$ cat src/order_check.sv
// unsigned magnitude compare of one threshold or code pair
`timescale 1ns/100ps
module order_check #(
    parameter int W = 10
) (
    input wire logic [W-1:0] upper_i,
    input wire logic [W-1:0] lower_i,
    output logic ge_o,
    output logic gt_o
);
    if (W < 1) begin : g_bad_w
        $error("order_check: width must be at least one");
    end

    // plain compares; no sign, codes and thresholds are unsigned
    assign ge_o = (upper_i >= lower_i);
    assign gt_o = (upper_i > lower_i);
endmodule : order_check

$ cat config.mk
export PLATFORM = sky130hd
export DESIGN_NAME = order_check
export DESIGN_NICKNAME = d
export VERILOG_FILES = /design/src/order_check.sv
export SDC_FILE = /design/constraint.sdc
export NUM_CORES = 1
export LEC_CHECK = 0
export ABC_AREA = 1
export ABC_CLOCK_PERIOD_IN_PS = 1100
export BUFFER_PORTS_ARGS = -buffer_cell sky130_fd_sc_hd__buf_4
export CAP_MARGIN = 20
export CORE_AREA = 8 8 45 47
export DETAILED_ROUTE_END_ITERATION = 10
export DIE_AREA = 0 0 53 55
export SETUP_SLACK_MARGIN = 0.2
export SLEW_MARGIN = 10
export SYNTH_ARGS = -nofsm -noshare
export SYNTH_HDL_FRONTEND = slang
export SYNTH_SLANG_ARGS = --single-unit
$ cat constraint.sdc
create_clock -name vclk -period 1.1
set_input_delay 0.055 -clock vclk [all_inputs]
set_output_delay 0.055 -clock vclk [all_outputs]
set_load 0.1 [all_outputs]
# Yosys cells after proc, flatten, opt, wreduce, memory -nomap -nowiden
# Cells that the tools add are included.
[op_classes]
order_cmp = 2
[ops]
columns = ["cell", "n"]
rows = [
  ["greater-or-equal comparator 10 bit", 1],
  ["greater-than comparator 10 bit", 1],
]
[word_totals]
output_inout_bits = 2
word_cells = 2
input_bits = 20
register_bits = 0

# Longest topological paths before layout
# Gate-level depths: netlist of run 1.
[logic_depth]
depth_word = 1
mapped_depth = 9
mapped_depth_nobuf = 9

# Least setup slack after synthesis of run 1
# Ideal clock, no wire load.
[synth_timing]
kind = "input-to-output"
from = "in lower_i[9]"
to = "out gt_o"
slack_ps = -485
t_arrival_ps = 1530
path_buffers = 0
stages = 8
required_time_ps = 1045
cell_sequence = "inv_1 -> ha_1 -> nand2_2 -> nor2_4 -> inv_2 -> a21oi_2 -> nor2_2 -> nor2_2"
[synth_between]
elab_chain_len = 1
[synth_rtl]
columns = ["element", "line", "source"]
rows = [
  ["from (decl)", "7", "input wire logic [W-1:0] lower_i,"],
  ["greater-than comparator 10 bit", "17", "assign gt_o = (upper_i > lower_i);"],
  ["to (decl)", "9", "output logic gt_o"],
]
# Every way passes these cells.

# Worst setup path in the final report of run 1
[layout_timing]
from = "in lower_i[6]"
to = "out gt_o"
# The elaborated chain is that of the path after synthesis.

==> run_results.csv, run 1 <==
group,metric,value,unit
run_status,status,"complete, but fails checks",
run_status,violations,"setup timing",
min_path,hp-class,"input pin to output pin",
sta,period_needed,1180,ps
min_path,hold_depth,5,
worst_setup_path,cp-end-kind,"output pin",
die,die_area,0.00292,mm²
final_layout,drive_gt1_share,72.0,%
final_layout,nets,107,
routing,dr.pass1.iters,1,
global_routing,grt_overflow,0,
final_layout,nFlopsAndLatches,0,
synth,yosysSeqAreaShare,0,%
worst_setup_path,crit_chain,"buf_4 > inv_8 > ha_4 > nand2_4 > nor2_4 > inv_2 > a21oi_2 > nor2_4 > nor2_4 > buf_12",
synth,syn-cell-area,317,µm²
synth,synth_top_area_share,39.5,%
synth,syn-num-nets,83,
global_routing,grtUsageTotal,5.61,%
sta,rsz0062_at_grt,"true",
final_layout,nClkBuffers,0,
sta,holdWs,750,ps
synth,synth.avg_cell_area,5.97,µm²
global_routing,busiest_layer,"met2",
die,die_w,53,µm
synth,yosys-top-cells-count,"inv_1 (18), nand2_1 (14), ha_1 (10), a21oi_2 (2), nor2_2 (2)",
sta,fin_tns_setup,-144,ps
die,start_util,22.9,%
worst_setup_path,slowest_stage,"ha_4",
place,port_buffers,22,
sta,relSlewSlack,89.1,%
routing,via_per_inst,4.03,
pwr,power.leakage,0.000367,µW
sta,fin_crit_sh,107,%
worst_setup_path,path_class,"input pin to output pin",
routing,route.detailed.drc,0,
die,die_y,55,µm
pwr,power.density,519,mW/mm²
final_layout,seqCellArea,0,µm²
sta,final-hold-violation-count,0,
die,rows,14,
sta,timing.final.ws_setup,-81.5,ps
pwr,report.power.total,382,µW
run,max_cap_violations,0,
routing,routed_wl,789,µm
place,gp_congestion,0.657,
global_routing,use_met3,1.60,%
synth,netlist_instances,53,
global_routing,grt_pass1_vias,373,
worst_setup_path,cp_max_fo,3,
sta,slew_violations,0,
routing,routedWlPerCell,8.67,µm
routing,drt_iter0_drc,0,
cts,cts_setup_buffers,0,
worst_setup_path,critPathMostFrequentCell,"nor2_4",
synth,yosysWarnings,0,
sta,setup_violations,2,
global_routing,use_met1,6.64,%
pwr,ir_drop,0.000289,V
worst_setup_path,cp.arrival,1130,ps
routing,ant_nets,0,
synth,synthTopCellsByArea,"ha_1 (40%), inv_1 (21%), nand2_1 (17%)",
routing,vias,367,
worst_setup_path,startpoint_type,"input pin",
sta,clock.fmax,846,MHz
place,post-dp-hpwl,718,µm
die,coreArea,0.00138,mm²
global_routing,grt_max_degree,4,
global_routing,antenna_found_initial,0,
final_layout,fin_area,737,µm²
final_layout,finish.utilization,53.3,%
synth,yosysTopAreaCell,"ha_1",
final_layout,fill_cells,133,
final_layout,syn2layout_area_growth,133,%
global_routing,use_met2,10.4,%
final_layout,diodes,0,
global_routing,grt_pass1_wl,1390,µm
sta,tightest_slew,164,ps
place,place_area,644,µm²
synth,synth_cell_types,12,
synth,yosysMostFrequentCell,"inv_1",
die,io_pins,22,
worst_setup_path,cpPeakStageDelay,250,ps
worst_setup_path,critPathRequiredTime,1040,ps
## layout make-up
| cell class | count | area, µm² | area share, % |
|---|---|---|---|
| Multi-Input combinational cell | 34 | 408 | 55.3 |
| Timing Repair Buffer | 22 | 213 | 28.9 |
| Inverter | 19 | 96.3 | 13.1 |
| Tap cell | 16 | 20.0 | 2.72 |
## worst max-delay path: cells and delay by family
| kind | cells | cell delay (ps) |
|---|---|---|
| and+or+nand+nor | 4 | 320 |
| buffers and inverters | 4 | 360 |
| adders and majority gates | 1 | 250 |
| AOI/OAI and AO/OA | 1 | 140 |
## routing by layer
| metal | wire [µm] | vias to the layer above |
|---|---|---|
| met4 | 0 | 0 |
| met3 | 100 | 0 |
| met1 | 243 | 155 |
| met5 | 0 | - |
| met2 | 445 | 12 |
| li1 | - | 200 |
## final timing paths
| path | from | endpoint |
|---|---|---|
| max | lower_i[6] | gt_o |
| min | lower_i[0] | ge_o |
## metrics by stage
stage | instances | setup WS, ps
2_1_floorplan | 53 | -156
3_3_place_gp | 91 | -206
3_5_place_dp | 91 | -212
4_1_cts | 91 | -78.9
5_1_grt | 91 | -136
6_report | 91 | -81.5
## layout by cell type, fill, tap and decap left out, types with 2 or more instances in the layout
cell and n:
a21oi_2 2, nand2_1 7, inv_1 10, buf_6 4, inv_4 2, buf_4 15, buf_12 2, nand2_2 5
nand2_4 3, ha_4 9, nor2_4 4, inv_2 5
## power breakdown
| group | switching [µW] | total (µW) | internal, µW |
|---|---|---|---|
| clock | 0 | 0 | 0 |
| sequential | 0 | 0 | 0 |
| combinational | 200 | 382 | 182 |
| total | 200 | 382 | 182 |
## repair_timing
item	in CTS	in global routing
endpoints found under the hold margin	0	0
hold buffers	0	0
gates resized for setup	14	6
endpoints found under the setup margin	2	2
pin swaps	6	5
## kinds of logic (layout without fill, tap and decap cells)
family	after synthesis	count (layout)	share of synthesized area (%)
buffers and inverters	19	41	22.5
adders and majority gates	10	10	39.5
AOI/OAI and AO/OA	3	3	7.11
and+or+nand+nor	21	21	30.8
Power figures use the tool's default switching activity.
==> run 2, diff against run 1 <==
--- a/config.mk
+++ b/config.mk
@@ -6,7 +6,7 @@
 export NUM_CORES = 1
 export LEC_CHECK = 0
 export ABC_AREA = 1
-export ABC_CLOCK_PERIOD_IN_PS = 1100
+export ABC_CLOCK_PERIOD_IN_PS = 1110
 export BUFFER_PORTS_ARGS = -buffer_cell sky130_fd_sc_hd__buf_4
 export CAP_MARGIN = 20
 export CORE_AREA = 8 8 45 47
==> constraint.sdc (replaced) <==
create_clock -name vclk -period 1.11
set_input_delay 0.111 -clock vclk [all_inputs]
set_output_delay 0.111 -clock vclk [all_outputs]
set_load 0.1 [all_outputs]
==> run 2 against run 1 <==
The run still ends with setup timing left. Total power fell by 0.75%. Combinational power hardly changed. Cell area decreased by 1.0%. Sequential share of layout area stayed put. Via count increased by 4.9%. Core utilization is 0.54 points lower. Critical endpoint unchanged. Largest power group unchanged.
==> run_results.csv, run 2 (synthesized netlist as in run 1, its figures left out) <==
group,metric,value,unit
global_routing,antenna_found_initial,0,
sta,clock.fmax,767,MHz
cts,ctsHoldBuffers,0,
global_routing,grt_overflow,0,
run,max_cap_violations,0,
final_layout,layout_common_cells,"buf_4 (17), inv_1 (10), ha_4 (8)",
global_routing,use_met2,11.7,%
sta,period_needed,1300,ps
worst_setup_path,cp.arrival,1190,ps
worst_setup_path,cp-end-kind,"output pin",
worst_setup_path,cp_max_fo,3,
min_path,hold_depth,5,
die,start_util,22.9,%
cts,cts_setup_buffers,0,
place,port_buffers,22,
final_layout,drive_gt1_share,72.4,%
place,pre_cts_ws,-328,ps
global_routing,use_met3,1.07,%
routing,dr.pass1.iters,1,
worst_setup_path,startpoint_type,"input pin",
routing,route.detailed.drc,0,
place,post-dp-hpwl,776,µm
min_path,hp-class,"input pin to output pin",
routing,drt_iter0_drc,0,
final_layout,nClkBuffers,0,
die,rows,14,
global_routing,grt_pass1_wl,1420,µm
min_path,min_to,"ge_o",
sta,timing.final.ws_setup,-194,ps
min_path,hp-start,"lower_i[0]",
final_layout,final_common_cell,"buf_4",
global_routing,busiest_layer,"met2",
worst_setup_path,path_class,"input pin to output pin",
die,die_w,53,µm
routing,vias,385,
sta,fin_tns_setup,-373,ps
die,io_pins,22,
sta,final-hold-violation-count,0,
global_routing,grt_max_degree,4,
run_status,violations,"setup timing",
place,dp.cells,92,
die,die_y,55,µm
final_layout,finish.utilization,52.7,%
final_layout,syn2layout_area_growth,130,%
final_layout,seqCellArea,0,µm²
global_routing,grt_pass1_vias,376,
final_layout,nFlopsAndLatches,0,
sta,holdWs,814,ps
global_routing,grtUsageTotal,5.89,%
sta,fin_crit_sh,118,%
run_status,status,"complete, but fails checks",
pwr,power.leakage,0.000367,µW
sta,relSlewSlack,89.7,%
pwr,ir_drop,0.000203,V
pwr,power.density,520,mW/mm²
die,die_area,0.00292,mm²
routing,ant_nets,0,
routing,routedWlPerCell,9.15,µm
place,gp_congestion,0.710,
sta,tightest_slew,154,ps
worst_setup_path,critPathRequiredTime,1000,ps
final_layout,layoutNonFillerInstCount,92,
global_routing,use_met1,6.64,%
final_layout,nets,108,
sta,slew_violations,0,
routing,routed_wl,842,µm
die,coreArea,0.00138,mm²
sta,rsz0062_at_grt,"true",
routing,via_per_inst,4.18,
sta,setup_violations,2,
final_layout,diodes,0,
## run 2: changes by cell type in the layout (fill, tap and decap cells not counted), sizes merged
cell  previous run  this run
buf             22        23
## run 2: worst max path at each step
stage               start    to  cells after the start
6_report       upper_i[8]  gt_o                      9
5_1_grt        upper_i[8]  gt_o                      9
4_1_cts        lower_i[9]  gt_o                     10
3_5_place_dp   lower_i[7]  gt_o                     10
3_3_place_gp   lower_i[7]  gt_o                     10
2_1_floorplan  lower_i[7]  gt_o                      8
## run 2: what timing repair did
item,in CTS,in global routing
setup endpoints to repair,2,2
resized for setup,15,3
pin swaps,11,3
## run 2: final cells by class
cell class | count | area [µm²]
multi-input cells | 34 | 397
fillers | 136 | 654
inverters | 19 | 96.3
repair buffers | 23 | 216
well taps | 16 | 20.0
## run 2: worst max-delay path: stages
cell     delay [ps]
buf_4           120
ha_4            260
nand2_4          60
nor2_4          130
inv_2            50
a21oi_4         120
nor2_4           60
nor2_4          100
buf_12          180
## run 2: metrics by stage
step,instance area [µm²],total power (µW)
after floorplan,459,222
after global placement,652,326
after detailed placement,652,331
after CTS,706,372
after global routing,729,411
final,729,380
## run 2: where the power goes
part	total (µW)	internal (µW)	leakage (µW)	switching (µW)
sequential	0	0	0	0
clock	0	0	0	0
combinational	380	181	0.000367	199
## run 2: routing by layer
| layer | routed length [µm] | share of wire, % |
|---|---|---|
| met1 | 279 | 33 |
| met4 | 0 | 0 |
| met3 | 79 | 9.4 |
| met2 | 484 | 57 |
| met5 | 0 | 0 |
